--- config.mk ---
export PLATFORM = sky130hd
export DESIGN_NAME = atd_regs
export DESIGN_NICKNAME = d
export VERILOG_FILES = /design/src/hdl/atd_pkg.sv /design/src/hdl/atd_regs.sv
export SDC_FILE = /design/constraint.sdc
export NUM_CORES = 1
export LEC_CHECK = 0
export BUFFER_PORTS_ARGS = -buffer_cell sky130_fd_sc_hd__buf_2
export CORE_MARGIN = 8
export CORE_UTILIZATION = 40
export CTS_BUF_LIST = sky130_fd_sc_hd__clkbuf_4
export DETAILED_ROUTE_END_ITERATION = 7
export HOLD_SLACK_MARGIN = 0.02
export PLACE_DENSITY = 0.71
export SLEW_MARGIN = 0
export SYNTH_ARGS = -nofsm -noshare
export SYNTH_HDL_FRONTEND = slang
export SYNTH_SLANG_ARGS = --single-unit
--- constraint.sdc ---
create_clock -name MCLK -period 3 [get_ports MCLK]
set_input_delay 0.6 -clock MCLK [delete_from_list [all_inputs] [get_ports MCLK]]
set_output_delay 0.6 -clock MCLK [all_outputs]
set_load 0.02 [all_outputs]
--- src/hdl/atd_pkg.sv ---
//////////////////////////////////////////////////////////////////////////////
// Purpose : constants for the antenna tuning and depth register bank
// Assumes : byte-wide registers on an 8-bit register address
// Notes   : offsets are byte addresses on the plain register port
//////////////////////////////////////////////////////////////////////////////
package atd_pkg;

   // register offsets
   localparam logic [7:0] ATD_OFS_TUNE_CTRL   = 8'h21;
   localparam logic [7:0] ATD_OFS_TUNE_TARGET = 8'h22;
   localparam logic [7:0] ATD_OFS_TUNE_RESULT = 8'h23;
   localparam logic [7:0] ATD_OFS_DEPTH_CTRL  = 8'h24;
   localparam logic [7:0] ATD_OFS_DEPTH_RES   = 8'h25;
   localparam logic [7:0] ATD_OFS_DEPTH_SEG   = 8'h26;

   // reset and restore-default values
   localparam logic [7:0] ATD_RST_TUNE_CTRL   = 8'h00;
   localparam logic [7:0] ATD_RST_TUNE_TARGET = 8'h80;
   localparam logic [7:0] ATD_RST_TUNE_RESULT = 8'h00;
   localparam logic [7:0] ATD_RST_DEPTH_CTRL  = 8'h00;
   localparam logic [7:0] ATD_RST_DEPTH_RES   = 8'h00;
   localparam logic [7:0] ATD_RST_DEPTH_SEG   = 8'h00;

   // value written into the depth mask on a failed calibration
   localparam logic [7:0] ATD_DEPTH_FAIL_MASK = 8'hFF;

   // field positions
   localparam int ATD_TUNE_SRC_BIT   = 7;  // tuning source select
   localparam int ATD_TRIM_MSB       = 7;  // result trim code msb
   localparam int ATD_MTRIM_MSB      = 6;  // manual trim msb in ctrl
   localparam int ATD_TRIM_LSB       = 4;  // result trim code lsb
   localparam int ATD_MTRIM_LSB      = 3;  // manual trim lsb in ctrl
   localparam int ATD_TUNE_ERR_BIT   = 3;  // tuning fail flag
   localparam int ATD_DEPTH_SRC_BIT  = 7;  // depth_source_select
   localparam int ATD_LEVEL_MSB      = 6;  // depth level code msb
   localparam int ATD_LEVEL_LSB      = 1;  // depth level code lsb

   // writable bit masks, unused bits read zero
   localparam logic [7:0] ATD_MASK_TUNE_CTRL  = 8'hF8;
   localparam logic [7:0] ATD_MASK_TUNE_RES   = 8'hF8;
   localparam logic [7:0] ATD_MASK_DEPTH_CTRL = 8'hFE;
   localparam logic [7:0] ATD_MASK_FULL       = 8'hFF;

endpackage

--- src/hdl/atd_regs.sv ---
//////////////////////////////////////////////////////////////////////////////
// Purpose : tuning target/result and modulation depth control/result bank
// Assumes : engine and modulator inputs come from logic on MCLK
// Notes   : trim and segment outputs are registered, one cycle behind state
//////////////////////////////////////////////////////////////////////////////
//
// Our own choice: the address-and-strobe port.
`timescale 1ns/1ns

module atd_regs
   import atd_pkg::*;
(
   // clock and reset
   input  wire logic       MCLK,
   input  wire logic       SYS_RST,
   // register port
   input  wire logic [7:0] ADDR,
   input  wire logic [7:0] WDATA,
   input  wire logic       WR,
   input  wire logic       RD,
   output logic      [7:0] RDATA,
   // restore-defaults command strobe
   input  wire logic       RESTORE_DEFAULTS,
   // tuning engine result and target
   input  wire logic       TUNE_DONE,
   input  wire logic [3:0] TUNE_CODE,
   input  wire logic       TUNE_FAIL,
   output logic      [7:0] TUNE_TARGET,
   // depth engine result
   input  wire logic       DEPTH_DONE,
   input  wire logic [7:0] DEPTH_MASK,
   input  wire logic [5:0] DEPTH_LEVEL,
   input  wire logic       DEPTH_FAIL,
   // transmitter state
   input  wire logic       AM_MOD,
   // analog controls
   output logic      [3:0] TRIM1_ON,
   output logic      [3:0] TRIM2_ON,
   output logic      [5:0] MOD_LEVEL,
   output logic            DEPTH_MANUAL,
   output logic      [7:0] SEG_OFF
);

   ///////////////////////////////////////////////////////////////////////////
   // storage
   logic [7:0] tune_ctrl;
   logic [7:0] tune_target;
   logic [7:0] tune_result;
   logic [7:0] depth_ctrl;
   logic [7:0] depth_result;
   logic [7:0] depth_seg;
   logic       defaults;
   logic [3:0] next_trim;
   logic [7:0] next_seg_off;

   // reset or restore-defaults command
   assign defaults = SYS_RST | RESTORE_DEFAULTS;

   // write strobe for one offset
   function automatic logic wr_hit(input logic       wr,
                                   input logic [7:0] addr,
                                   input logic [7:0] ofs);
      wr_hit = wr && (addr == ofs);
   endfunction

   // readback value for an address, unmapped reads zero
   function automatic logic [7:0] rd_val(input logic [7:0] addr,
                                         input logic [7:0] r21,
                                         input logic [7:0] r22,
                                         input logic [7:0] r23,
                                         input logic [7:0] r24,
                                         input logic [7:0] r25,
                                         input logic [7:0] r26);
      case (addr)
         ATD_OFS_TUNE_CTRL:   rd_val = r21;
         ATD_OFS_TUNE_TARGET: rd_val = r22;
         ATD_OFS_TUNE_RESULT: rd_val = r23;
         ATD_OFS_DEPTH_CTRL:  rd_val = r24;
         ATD_OFS_DEPTH_RES:   rd_val = r25;
         ATD_OFS_DEPTH_SEG:   rd_val = r26;
         default:             rd_val = 8'h00;
      endcase
   endfunction

   ///////////////////////////////////////////////////////////////////////////
   // tuning control: source select and manual trim
   always_ff @(posedge MCLK) begin
      if (defaults) begin
         tune_ctrl <= ATD_RST_TUNE_CTRL;
      end else if (wr_hit(WR, ADDR, ATD_OFS_TUNE_CTRL)) begin
         tune_ctrl <= WDATA & ATD_MASK_TUNE_CTRL;
      end
   end

   always_ff @(posedge MCLK) begin
      if (defaults) begin
         tune_target <= ATD_RST_TUNE_TARGET;
      end else if (wr_hit(WR, ADDR, ATD_OFS_TUNE_TARGET)) begin
         tune_target <= WDATA;
      end
   end

   always_ff @(posedge MCLK) begin
      if (defaults) begin
         tune_result <= ATD_RST_TUNE_RESULT;
      end else if (TUNE_DONE) begin
         tune_result <= {TUNE_CODE, TUNE_FAIL, 3'h0};
      end
   end

   // level code, engine update wins over write
   always_ff @(posedge MCLK) begin
      if (defaults) begin
         depth_ctrl <= ATD_RST_DEPTH_CTRL;
      end else if (DEPTH_DONE && !DEPTH_FAIL) begin
         depth_ctrl[ATD_LEVEL_MSB:ATD_LEVEL_LSB] <= DEPTH_LEVEL;
         if (wr_hit(WR, ADDR, ATD_OFS_DEPTH_CTRL)) begin
            depth_ctrl[ATD_DEPTH_SRC_BIT] <= WDATA[ATD_DEPTH_SRC_BIT];
         end
      end else if (wr_hit(WR, ADDR, ATD_OFS_DEPTH_CTRL)) begin
         depth_ctrl <= WDATA & ATD_MASK_DEPTH_CTRL;
      end
   end

   always_ff @(posedge MCLK) begin
      if (defaults) begin
         depth_result <= ATD_RST_DEPTH_RES;
      end else if (DEPTH_DONE) begin
         depth_result <= DEPTH_FAIL ? ATD_DEPTH_FAIL_MASK : DEPTH_MASK;
      end
   end

   // manual depth segment bits
   always_ff @(posedge MCLK) begin
      if (defaults) begin
         depth_seg <= ATD_RST_DEPTH_SEG;
      end else if (wr_hit(WR, ADDR, ATD_OFS_DEPTH_SEG)) begin
         depth_seg <= WDATA;
      end
   end

   ///////////////////////////////////////////////////////////////////////////
   // trim source selection
   always_comb begin
      // result code when select is 0
      if (tune_ctrl[ATD_TUNE_SRC_BIT]) begin
         // bit 7 is the select itself, manual code sits below it
         next_trim = tune_ctrl[ATD_MTRIM_MSB:ATD_MTRIM_LSB];
      end else begin
         next_trim = tune_result[ATD_TRIM_MSB:ATD_TRIM_LSB];
      end
   end

   // segment disable during modulation
   always_comb begin
      // manual bits when source is 1
      if (!AM_MOD) begin
         next_seg_off = 8'h00;
      end else if (depth_ctrl[ATD_DEPTH_SRC_BIT]) begin
         next_seg_off = depth_seg;
      end else begin
         next_seg_off = depth_result;
      end
   end

   // same code on both trim groups
   always_ff @(posedge MCLK) begin
      if (SYS_RST) begin
         TRIM1_ON <= 4'h0;
         TRIM2_ON <= 4'h0;
      end else begin
         TRIM1_ON <= next_trim;
         TRIM2_ON <= next_trim;
      end
   end

   // level code and source to modulator
   always_ff @(posedge MCLK) begin
      if (SYS_RST) begin
         MOD_LEVEL    <= 6'h00;
         DEPTH_MANUAL <= 1'b0;
         SEG_OFF      <= 8'h00;
         TUNE_TARGET  <= ATD_RST_TUNE_TARGET;
      end else begin
         MOD_LEVEL    <= depth_ctrl[ATD_LEVEL_MSB:ATD_LEVEL_LSB];
         DEPTH_MANUAL <= depth_ctrl[ATD_DEPTH_SRC_BIT];
         SEG_OFF      <= next_seg_off;
         TUNE_TARGET  <= tune_target;
      end
   end

   // read data one cycle after strobe, zero otherwise
   always_ff @(posedge MCLK) begin
      if (SYS_RST) begin
         RDATA <= 8'h00;
      end else if (RD) begin
         RDATA <= rd_val(ADDR, tune_ctrl, tune_target, tune_result,
                         depth_ctrl, depth_result, depth_seg);
      end else begin
         RDATA <= 8'h00;
      end
   end
endmodule

=== Word level (Yosys, flattened, before mapping) ===
Index checks and enable logic that the tools add are counted.

* Register bits: 76
* Memory bits (writable): 0
* Memory bits (read-only): 0
* Memories: 0
* Output and inout port bits: 39
* Bits in latches: 0
* Word-level logic and storage cells: 38

* Muxes and demuxes: 7
* Div/mod/pow operators: 0
* Bitwise operators: 3
* Equality and inequality tests: 6
* Shift operators: 0
* Multipliers: 0
* $add $sub $neg: 0
* Magnitude comparators: 0
* Reductions and logical operators: 9

{| class="wikitable"
|+ Operator list
! operator !! number
|-
| 8-bit by 6-bit equality test with 1-bit output (second input constant) || 6
|-
| 8-bit one-hot mux with 6 select lines || 1
|-
| 8-bit two-way mux || 3
|-
| 7-bit two-way mux || 1
|-
| 1-bit logical AND || 5
|-
| 4-bit two-way mux || 1
|-
| 2-bit OR reduction || 2
|-
| 1-bit inverter || 2
|-
| 2-bit nonzero test || 1
|-
| 1-bit logical NOT || 1
|-
| 1-bit two-way mux || 1
|-
| 1-bit bitwise OR || 1
|}

=== Logic depth before layout (Yosys ltp) ===
Gate-level depths: netlist of run 1.

* Depth after elaboration: 4
* Depth in mapped cells: 7
* Mapped depth without buffers: 4

=== Least setup slack after synthesis of run 1 ===
Ideal clock, no wire load.

* Path type: in2reg
* Start point: input ADDR[3]
* End point: register RDATA[2]
* Library setup time: 62 ps
* Stages: 6
* Arrival time: 2369 ps
* Path slack: 570 ps
* Data required time: 2938 ps
* Path through: or4b_1 buf_2 or4b_1 buf_2 or3_4 nor2b_2

* Cells in the longest elaborated chain, start to end: 2
* Elaborated cells on any way between the ends: 7
* Those cells by class: eq/ne: 6; mux: 1

{| class="wikitable"
|+ RTL lines
! what !! line !! source
|-
| from (decl) || atd_regs.sv:17 || <nowiki>input wire logic [7:0] ADDR,</nowiki>
|-
| 8-bit by 6-bit equality test with 1-bit output || atd_regs.sv:74 || <nowiki>case (addr)</nowiki>
|-
| 8-bit one-hot mux with 6 select lines (*) || atd_regs.sv:74 ||
|-
| to (signal assigned) || atd_regs.sv:197 || <nowiki>RDATA <= rd_val(ADDR, tune_ctrl, tune_target, tune_result,</nowiki>
|-
| to (decl) || atd_regs.sv:21 || <nowiki>output logic [7:0] RDATA,</nowiki>
|}

Every way passes the cells marked *; elsewhere a longest branch is shown, timed or not.
A chain may end at the register's enable or synchronous reset.

=== Worst setup path after layout of run 1 ===
* Start point: input ADDR[3]
* End point: register RDATA[0]

Same word-level chain as after synthesis.

==> flow_summary_export.csv, run 1 <==
group,metric,value,unit
outcome,status,"completed",
detailed_routing,drtPass1Iterations,4,
worst_setup_path,cp_data_required_time,3.39,ns
floorplanning,die_x,102,um
logic_synthesis,synth_area_per_cell,9.73,um2
grt,use_met3,0.0545,
floorplanning,start_util,0.411,
clock_network,clockRootBuffer,"clkbuf_4",
cells_and_area,finalNetCount,417,
cells_and_area,post-route-util,0.488,
worst_setup_path,r2r_slack,1.70,ns
timing,setup_viol,0,
timing,min_period_over_period,0.736,
worst_setup_path,crit_path_frequent_cell,"or4b_1",
detailed_routing,wl_per_cell,16.4,um
worst_setup_path,crit_path_start_kind,"primary input",
logic_synthesis,synthTopCellsByArea,"dfxtp_1 51%, mux2i_1 12%, nor2_1 4.2%",
clock_network,cts_tree,"built",
power,p_seq_frac,0.616,
logic_synthesis,synth_top_cell_by_area,"dfxtp_1",
worst_setup_path,worstSetupEndpoint,"RDATA[0]$_SDFF_PP0_",
clock_network,ctsHoldBuffers,0,
worst_setup_path,path_cells,"buf_2 > or4b_1 > or4b_1 > or3_4 > nor2_1",
placement,numPortBuffers,82,
worst_setup_path,ff2ff_path_depth,2,
hold_path,hold_path.class,"in2reg",
grt,grt_util_all_layers,0.158,
clock_network,cts_buffers,9,
power,comb_power_share,0.085,
detailed_routing,drt-total-wl,7810,um
logic_synthesis,async_flop_share,0,
logic_synthesis,synth_cells,305,
grt,grt_max_degree,25,
grt,grtUsageMet2,0.243,
timing,worst_slew_pin_slew,0.711,ns
detailed_routing,drc,0,
worst_setup_path,r2r-end,"RDATA[7]$_SDFF_PP0_",
detailed_routing,drt-initial-drc-count,214,
grt,grt_pass1_wl,12400,um
run,maxCapViolations,0,
grt,grt_pass1_vias,2347,
timing,clock_skew,0.0162,ns
power,p_switching,442,uW
timing,period_minus_slack,2.21,ns
cells_and_area,drive_gt1_frac,0.324,
logic_synthesis,ys.flop_type,"dfxtp_1",
power,p_per_area,478,nW/um2
floorplanning,core_area,7210,um2
cells_and_area,register_area,1520,um2
power,ir_drop,0.000279,V
logic_synthesis,seq_area_frac_synth,0.513,
logic_synthesis,synth-edff-count,0,
detailed_routing,vias,2378,
placement,gp_congestion,0.880,
grt,busiest_layer,"met2",
timing,rsz0062_at_grt,"no",
cells_and_area,diodes,0,
floorplanning,fp-row-count,31,
logic_synthesis,syn_area,2970,um2
grt,antenna_found_initial,0,
cells_and_area,multiInputGateArea,1320,um2
floorplanning,die_area,10400,um2
worst_setup_path,cp_slowest_cell,"or4b_1",
timing,relSlewSlack,0.526,
power,p_leak,0.00151,uW
logic_synthesis,synth.most_common_cell,"dfxtp_1",
detailed_routing,postRouteAntennaNets,0,
worst_setup_path,slowest_delay,0.69,ns
logic_synthesis,synth_top_area_share,0.513,
power,p_clk_frac,0.300,
worst_setup_path,arrival,2.60,ns
worst_setup_path,regToRegStartpoint,"depth_ctrl[7]$_SDFFE_PP0P_",
clock_network,ctsLongestPathBuffers,2,
logic_synthesis,synth_nets,349,
timing,tns,0,ns
timing,fmax,0.453,GHz
grt,grtUsageMet1,0.194,
logic_synthesis,ys_seq_elements,76,
cells_and_area,syn2layout_area_growth,18.5,%
timing,slew_violations,0,
detailed_routing,via_per_inst,5.00,
placement,dpl.hpwl,5900,um
power,p_sw_frac,0.263,
floorplanning,die_y,102,um
worst_setup_path,worst_setup_path_end_kind,"register",
clock_network,cts_setup_buffers,0,
cells_and_area,fillers,711,
power,intPower,1240,uW
logic_synthesis,ys_warn_count,0,
clock_network,cts_max_level,3,
logic_synthesis,synth_common_cells,"76 x dfxtp_1, 37 x mux2i_1, 33 x nor2_1",
worst_setup_path,worstPathMaxFanout,6,
clock_network,clk_pin_slew_worst_paths,0.13,ns
worst_setup_path,criticalPathCategory,"in2reg",
clock_network,postCtsResizedCells,0,
worst_setup_path,setup.worst_path.start,"ADDR[3]",
clock_network,cts.sinks,76,
grt,grt.overflow.total,0,
clock_network,clk_latency,0.44,ns
floorplanning,io_pins,83,
timing,finalHoldViolations,0,
logic_synthesis,yosysUniqueCellTypes,33,
power groups by stage:
stage	Sequential [uW]	Combinational, uW	Clock [uW]
floorplan	1060	79.7	0
global placement	1060	141	0
detailed placement	1060	142	0
CTS	1030	143	518
global route	1040	157	559
finish	1030	142	503
cell families (layout without fill, tap and decap cells):
family / after synthesis / count (layout) / share of synthesized area
buffers and inverters: 31 / 103 / 0.0455
AOI/OAI and AO/OA: 56 / 56 / 0.126
muxes: 43 / 43 / 0.148
and+or+nand+nor: 99 / 99 / 0.169
DFF: 76 / 76 / 0.513
placed cells by master, fill, tap and decap left out, types with 2 or more instances in the layout:
master,instances
nand2_1,15
clkinv_1,2
a21oi_1,12
o21ai_0,21
clkinvlp_4,2
clkbuf_4,9
buf_2,82
dfxtp_1,76
nor2_1,32
or4b_1,2
nand2b_1,5
nor2b_1,16
or2_2,2
nand3_1,16
nor4_2,2
o221a_2,8
mux2i_1,37
mux2_2,6
nor3_1,2
a221oi_1,5
a211oi_1,5
clkinv_2,2
buf_4,5
worst min-delay path by stage:
stage / start / slack (ns) / cells after the start / endpoint
floorplan: tune_target[7]$_SDFFE_PP1P_ / 0.44 / 1 / TUNE_TARGET[7]$_SDFF_PP1_
global placement: depth_seg[7]$_SDFFE_PP0P_ / 0.46 / 2 / depth_seg[7]$_SDFFE_PP0P_
detailed placement: depth_seg[6]$_SDFFE_PP0P_ / 0.47 / 2 / depth_seg[6]$_SDFFE_PP0P_
CTS: WDATA[0] / 0.37 / 3 / depth_seg[0]$_SDFFE_PP0P_
global route: WDATA[0] / 0.38 / 3 / depth_seg[0]$_SDFFE_PP0P_
finish: WDATA[0] / 0.40 / 3 / depth_seg[0]$_SDFFE_PP0P_
worst max-delay path, delay by kind of cell:
kind	cells	cell delay [ns]
and+or+nand+nor	4	1.89
buffers and inverters	1	0.10
routing by layer:
metal	wire length, um	vias to the layer above
li1	-	1209
met1	3490	1096
met2	3640	60
met3	512	13
met4	170	0
met5	0	-
stage by stage:
| stage | power [uW] | setup WS (ns) | cell area (um2) | std cells | hold WS (ns) |
|---|---|---|---|---|---|
| 2_1_floorplan | 1140 | 0.570 | 2970 | 305 | 0.438 |
| 3_3_place_gp | 1200 | 0.357 | 3420 | 461 | 0.464 |
| 3_5_place_dp | 1200 | 0.341 | 3420 | 461 | 0.467 |
| 4_1_cts | 1700 | 0.825 | 3520 | 476 | 0.373 |
| 5_1_grt | 1750 | 0.781 | 3520 | 476 | 0.383 |
| 6_report | 1680 | 0.793 | 3520 | 476 | 0.397 |
layout make-up:
class,count,area share
clock buffer,9,0.0192
clock inverter,6,0.00925
inverter,1,0.00107
multi-input combinational,198,0.375
sequential,76,0.433
tap,99,0.0352
timing repair buffer,87,0.127
sequential cells by signal, summed over array words and instances (netlist names):
register and flops:
SEG_OFF 8, tune_ctrl 5, depth_seg 8, depth_result 8
depth_ctrl 7, RDATA 8, MOD_LEVEL 6, TRIM2_ON 4
DEPTH_MANUAL 1, tune_result 5, TUNE_TARGET 8, tune_target 8
Note: power is estimated with default switching activity, not from simulation.
==> run 2: changes to the inputs <==
==> constraint.sdc (replaced) <==
create_clock -name MCLK -period 2.1 [get_ports MCLK]
set_input_delay 0.42 -clock MCLK [delete_from_list [all_inputs] [get_ports MCLK]]
set_output_delay 0.42 -clock MCLK [all_outputs]
set_load 0.02 [all_outputs]
==> flow_summary_export.csv, run 2 (synthesized netlist as in run 1, its figures left out) <==
group,metric,value,unit
outcome,status,"completed",
floorplanning,die_y,102,um
detailed_routing,via_per_inst,4.96,
detailed_routing,drt-total-wl,7670,um
detailed_routing,postRouteAntennaNets,0,
placement,dpl.hpwl,5910,um
grt,use_met3,0.0456,
timing,rsz0062_at_grt,"no",
grt,grt.overflow.total,0,
cells_and_area,most-common-layout-cells,"82 x buf_2, 76 x dfxtp_1, 37 x mux2i_1",
detailed_routing,drt-initial-drc-count,107,
timing,slew_violations,0,
cells_and_area,syn2layout_area_growth,22.5,%
floorplanning,io_pins,83,
placement,gp_congestion,0.834,
worst_setup_path,cp_data_required_time,2.46,ns
clock_network,ctsHoldBuffers,0,
timing,finalHoldViolations,0,
clock_network,ctsLongestPathBuffers,2,
timing,relSlewSlack,0.626,
timing,setup_viol,0,
placement,numPortBuffers,82,
grt,grtUsageMet2,0.229,
clock_network,postCtsResizedCells,0,
timing,worst_slew_pin_slew,0.560,ns
detailed_routing,wl_per_cell,15.8,um
clock_network,cts_max_level,3,
cells_and_area,multiInputGateArea,1320,um2
power,p_per_area,707,nW/um2
power,ir_drop,0.000321,V
cells_and_area,stdcell_count,486,
timing,min_period_over_period,0.834,
floorplanning,die_x,102,um
placement,dpl.cell_count,470,
floorplanning,die_area,10400,um2
cells_and_area,fillers,704,
cells_and_area,final_common_cell,"buf_2",
grt,antenna_found_initial,0,
cells_and_area,post-route-util,0.504,
grt,grt_pass1_wl,12300,um
timing,fmax,0.571,GHz
worst_setup_path,worstPathMaxFanout,12,
timing,period_minus_slack,1.75,ns
clock_network,cts_setup_buffers,0,
clock_network,cts_buffers,9,
worst_setup_path,crit_path_start_kind,"primary input",
clock_network,cts_tree,"built",
detailed_routing,drtPass1Iterations,4,
floorplanning,start_util,0.411,
power,p_leak,0.00159,uW
cells_and_area,diodes,0,
grt,grt_pass1_vias,2488,
clock_network,clockRootBuffer,"clkbuf_4",
floorplanning,core_area,7210,um2
cells_and_area,register_area,1520,um2
cells_and_area,drive_gt1_frac,0.349,
grt,busiest_layer,"met2",
floorplanning,fp-row-count,31,
clock_network,clk_pin_slew_worst_paths,0.12,ns
grt,grtUsageMet1,0.198,
timing,clock_skew,0.0140,ns
worst_setup_path,worst_setup_path_end_kind,"register",
worst_setup_path,criticalPathCategory,"in2reg",
cells_and_area,finalNetCount,426,
run,maxCapViolations,0,
grt,grt_util_all_layers,0.154,
clock_network,cts.sinks,76,
detailed_routing,vias,2411,
detailed_routing,drc,0,
worst_setup_path,arrival,2.11,ns
clock_network,clk_latency,0.42,ns
grt,grt_max_degree,25,
hold_path,hold_path.class,"in2reg",
[run 2: changes by cell type in the layout (fill, tap and decap cells not counted)]
cell | previous run | this run
or4b_4 | 0 | 1
clkinv_2 | 2 | 3
buf_4 | 5 | 13
clkbuf_4 | 9 | 11
or4b_1 | 2 | 1
clkinvlp_4 | 2 | 1
bufinv_16 | 0 | 1
clkinv_1 | 2 | 0
buf_12 | 0 | 1
[run 2: path summary, 6_finish.rpt]
kind	endpoint	cells past startpoint	from	slack (ns)
worst max-delay path	depth_ctrl[2]$_SDFFE_PP0P_	7	ADDR[3]	0.35
worst min-delay path	tune_target[0]$_SDFFE_PP0P_	3	WDATA[0]	0.23
worst max register to register	RDATA[7]$_SDFF_PP0_	2	depth_ctrl[7]$_SDFFE_PP0P_	0.83
worst min register to register	tune_target[4]$_SDFFE_PP0P_	2	tune_target[4]$_SDFFE_PP0P_	0.48
[run 2: per-layer routing]
metal	vias to the layer above	wire [um]
met4	0	183
met5	-	0
met1	1093	3740
li1	1224	-
met3	13	516
met2	81	3230
[run 2: final cells by class]
class                   instances  share of cell area
clock buffers                  11              0.0227
clock inverters                 5              0.0145
inverters                       1             0.00103
multi-input cells             198               0.364
flip-flops and latches         76               0.418
well taps                      99              0.0341
repair buffers                 96               0.145
[run 2: power breakdown]
group	internal (uW)	switching [uW]	total [uW]
combinational	93.9	121	215
clock	384	494	878
sequential	1460	15.1	1480
[run 2: worst max-delay path: stages]
cell	delay, ns
buf_2	0.10
or4b_4	0.53
buf_4	0.17
o41ai_1	0.40
buf_4	0.25
o21ai_0	0.10
a21oi_1	0.14
[run 2: per-stage QoR]
step | setup TNS (ns) | power [uW] | area, um2 | worst slack, ns | hold WS, ns
finish | 0 | 2570 | 3640 | 0.348 | 0.227
global route | 0 | 2680 | 3640 | 0.248 | 0.218
CTS | 0 | 2590 | 3640 | 0.388 | 0.211
detailed placement | -0.195 | 1720 | 3500 | -0.0540 | 0.463
global placement | -0.0468 | 1720 | 3500 | -0.0104 | 0.459
floorplan | -0.704 | 1630 | 2980 | -0.0746 | 0.438
==> run 3: changes to the inputs <==
--- a/config.mk
+++ b/config.mk
@@ -5,6 +5,7 @@
 export SDC_FILE = /design/constraint.sdc
 export NUM_CORES = 1
 export LEC_CHECK = 0
+export ABC_AREA = 1
 export BUFFER_PORTS_ARGS = -buffer_cell sky130_fd_sc_hd__buf_2
 export CORE_MARGIN = 8
 export CORE_UTILIZATION = 40
==> constraint.sdc (replaced) <==
create_clock -name MCLK -period 1.7 [get_ports MCLK]
set_input_delay 0.34 -clock MCLK [delete_from_list [all_inputs] [get_ports MCLK]]
set_output_delay 0.34 -clock MCLK [all_outputs]
set_load 0.02 [all_outputs]
==> flow_summary_export.csv, run 3 <==
group,metric,value,unit
worst_setup_path,crit_path_start_kind,"register",
timing,relSlewSlack,0.707,
cells_and_area,syn2layout_area_growth,19.9,%
timing,tns,0,ns
clock_network,ctsHoldBuffers,0,
detailed_routing,postRouteAntennaNets,0,
detailed_routing,drtPass1Iterations,4,
cells_and_area,stdcell_count,579,
logic_synthesis,seq_area_frac_synth,0.497,
cells_and_area,register_area,1520,um2
clock_network,cts.sinks,76,
clock_network,cts_tree,"built",
clock_network,cts_setup_buffers,0,
hold_path,hold_path.class,"in2reg",
grt,grt_util_all_layers,0.169,
placement,dpl.hpwl,6590,um
timing,worst_slew_pin_slew,0.439,ns
power,p_per_area,858,nW/um2
cells_and_area,drive_gt1_frac,0.270,
run,maxCapViolations,0,
grt,antenna_found_initial,0,
placement,gp_congestion,0.881,
worst_setup_path,path_delay_family,"flip-flops",
floorplanning,core_area,7570,um2
cells_and_area,diodes,0,
cells_and_area,fillers,778,
clock_network,clk_pin_slew_worst_paths,0.12,ns
logic_synthesis,synth_cells,390,
worst_setup_path,criticalPathCategory,"reg2out",
logic_synthesis,synth_nets,434,
logic_synthesis,ys.flop_type,"dfxtp_1",
placement,numPortBuffers,82,
logic_synthesis,synth_top_area_share,0.497,
worst_setup_path,cp_data_required_time,1.36,ns
logic_synthesis,synth-edff-count,0,
floorplanning,die_y,103,um
floorplanning,start_util,0.404,
power,total_power,3150,uW
worst_setup_path,slowest_delay,0.35,ns
timing,clock_skew,0.0112,ns
clock_network,cts_max_level,3,
detailed_routing,drc,0,
timing,period_minus_slack,1.26,ns
power,p_leak,0.00164,uW
outcome,status,"completed",
logic_synthesis,async_flop_share,0,
detailed_routing,drt-total-wl,8440,um
cells_and_area,most-common-layout-cells,"82 x buf_2, 76 x dfxtp_1, 56 x nand2_1",
worst_setup_path,path_cells,"buf_2",
detailed_routing,vias,2821,
grt,grt.overflow.total,0,
logic_synthesis,synth_area_per_cell,7.85,um2
placement,dpl.cell_count,564,
cells_and_area,post-route-util,0.485,
floorplanning,die_area,10700,um2
logic_synthesis,synth_common_cells,"76 x dfxtp_1, 56 x nand2_1, 45 x a21oi_1",
logic_synthesis,syn_area,3060,um2
timing,fmax,0.791,GHz
floorplanning,io_pins,83,
detailed_routing,wl_per_cell,14.6,um
logic_synthesis,yosysUniqueCellTypes,28,
cells_and_area,multiInputGateArea,1250,um2
timing,rsz0062_at_grt,"no",
worst_setup_path,worstPathMaxFanout,2,
timing,slew_violations,0,
logic_synthesis,synthTopCellsByArea,"dfxtp_1 50%, a21oi_1 7.4%, nand2_1 6.9%",
worst_setup_path,cp_slowest_cell,"dfxtp_1",
detailed_routing,drt-initial-drc-count,153,
logic_synthesis,ys_warn_count,0,
timing,setup_viol,0,
worst_setup_path,arrival,0.92,ns
grt,grt_pass1_vias,2849,
clock_network,postCtsResizedCells,0,
clock_network,clockRootBuffer,"clkbuf_4",
logic_synthesis,synth.most_common_cell,"dfxtp_1",
grt,grt_pass1_wl,13700,um
logic_synthesis,synth_top_cell_by_area,"dfxtp_1",
worst_setup_path,crit_buf_inv,1,
placement,placed_cell_area,3540,um2
cells_and_area,final_area,3670,um2
worst_setup_path,worst_setup_path_end_kind,"output port",
timing,min_period_over_period,0.744,
cells_and_area,final_common_cell,"buf_2",
detailed_routing,via_per_inst,4.87,
timing,finalHoldViolations,0,
grt,grt_max_degree,30,
power,ir_drop,0.000491,V
clock_network,ctsLongestPathBuffers,2,
floorplanning,fp-row-count,32,
floorplanning,die_x,103,um
logic_synthesis,ys_seq_elements,76,
clock_network,clk_latency,0.42,ns
clock_network,cts_buffers,9,
cells_and_area,finalNetCount,517,
[run 3: cell type report]
cell class | instances | area share
clock inverters | 5 | 0.0147
inverters | 45 | 0.0471
well taps | 102 | 0.0348
clock buffers | 10 | 0.0205
repair buffers | 90 | 0.128
flip-flops and latches | 76 | 0.415
multi-input cells | 251 | 0.340
[run 3: tightest hold or removal path, cell delays in order]
cell,delay [ns]
buf_2,0.10
nand2_1,0.05
a21oi_1,0.05
[run 3: worst paths after layout]
kind | slack [ns] | depth (start not counted) | endpoint | start
setup / recovery | 0.44 | 1 | TRIM1_ON[1] | TRIM2_ON[1]$_SDFF_PP0_
hold / removal | 0.16 | 3 | tune_result[6]$_SDFFE_PP0P_ | TUNE_CODE[2]
setup reg to reg | 0.62 | 3 | SEG_OFF[2]$_SDFF_PP0_ | depth_ctrl[7]$_SDFFE_PP0P_
hold reg to reg | 0.47 | 2 | MOD_LEVEL[5]$_SDFF_PP0_ | depth_ctrl[6]$_SDFFE_PP0P_
[run 3: metrics by stage]
stage                     hold slack, ns  setup slack [ns]
final                              0.163             0.435
after global routing               0.127             0.361
after CTS                          0.134             0.397
after detailed placement           0.459             0.187
after global placement             0.457             0.214
after floorplan                    0.413             0.505
[run 3: cell families (layout without fill, tap and decap cells)]
group	after synthesis	count (layout)	synth area share
AOI/OAI and AO/OA	87	87	0.145
buffers and inverters	63	150	0.0948
DFF	76	76	0.497
and+or+nand+nor	164	164	0.263
[run 3: metal layers]
metal  track usage  part of all wire  vias up
met5             0                 0        -
met4        0.0667             0.022        0
met3        0.0435             0.082       15
met2         0.265              0.45      100
met1         0.216              0.45     1260
li1              -                 -     1446
[run 3: report_power, final]
part	internal, uW	switching, uW	total [uW]
combinational	89.2	171	261
sequential	1810	15.4	1820
clock	450	618	1070
total	2350	804	3150
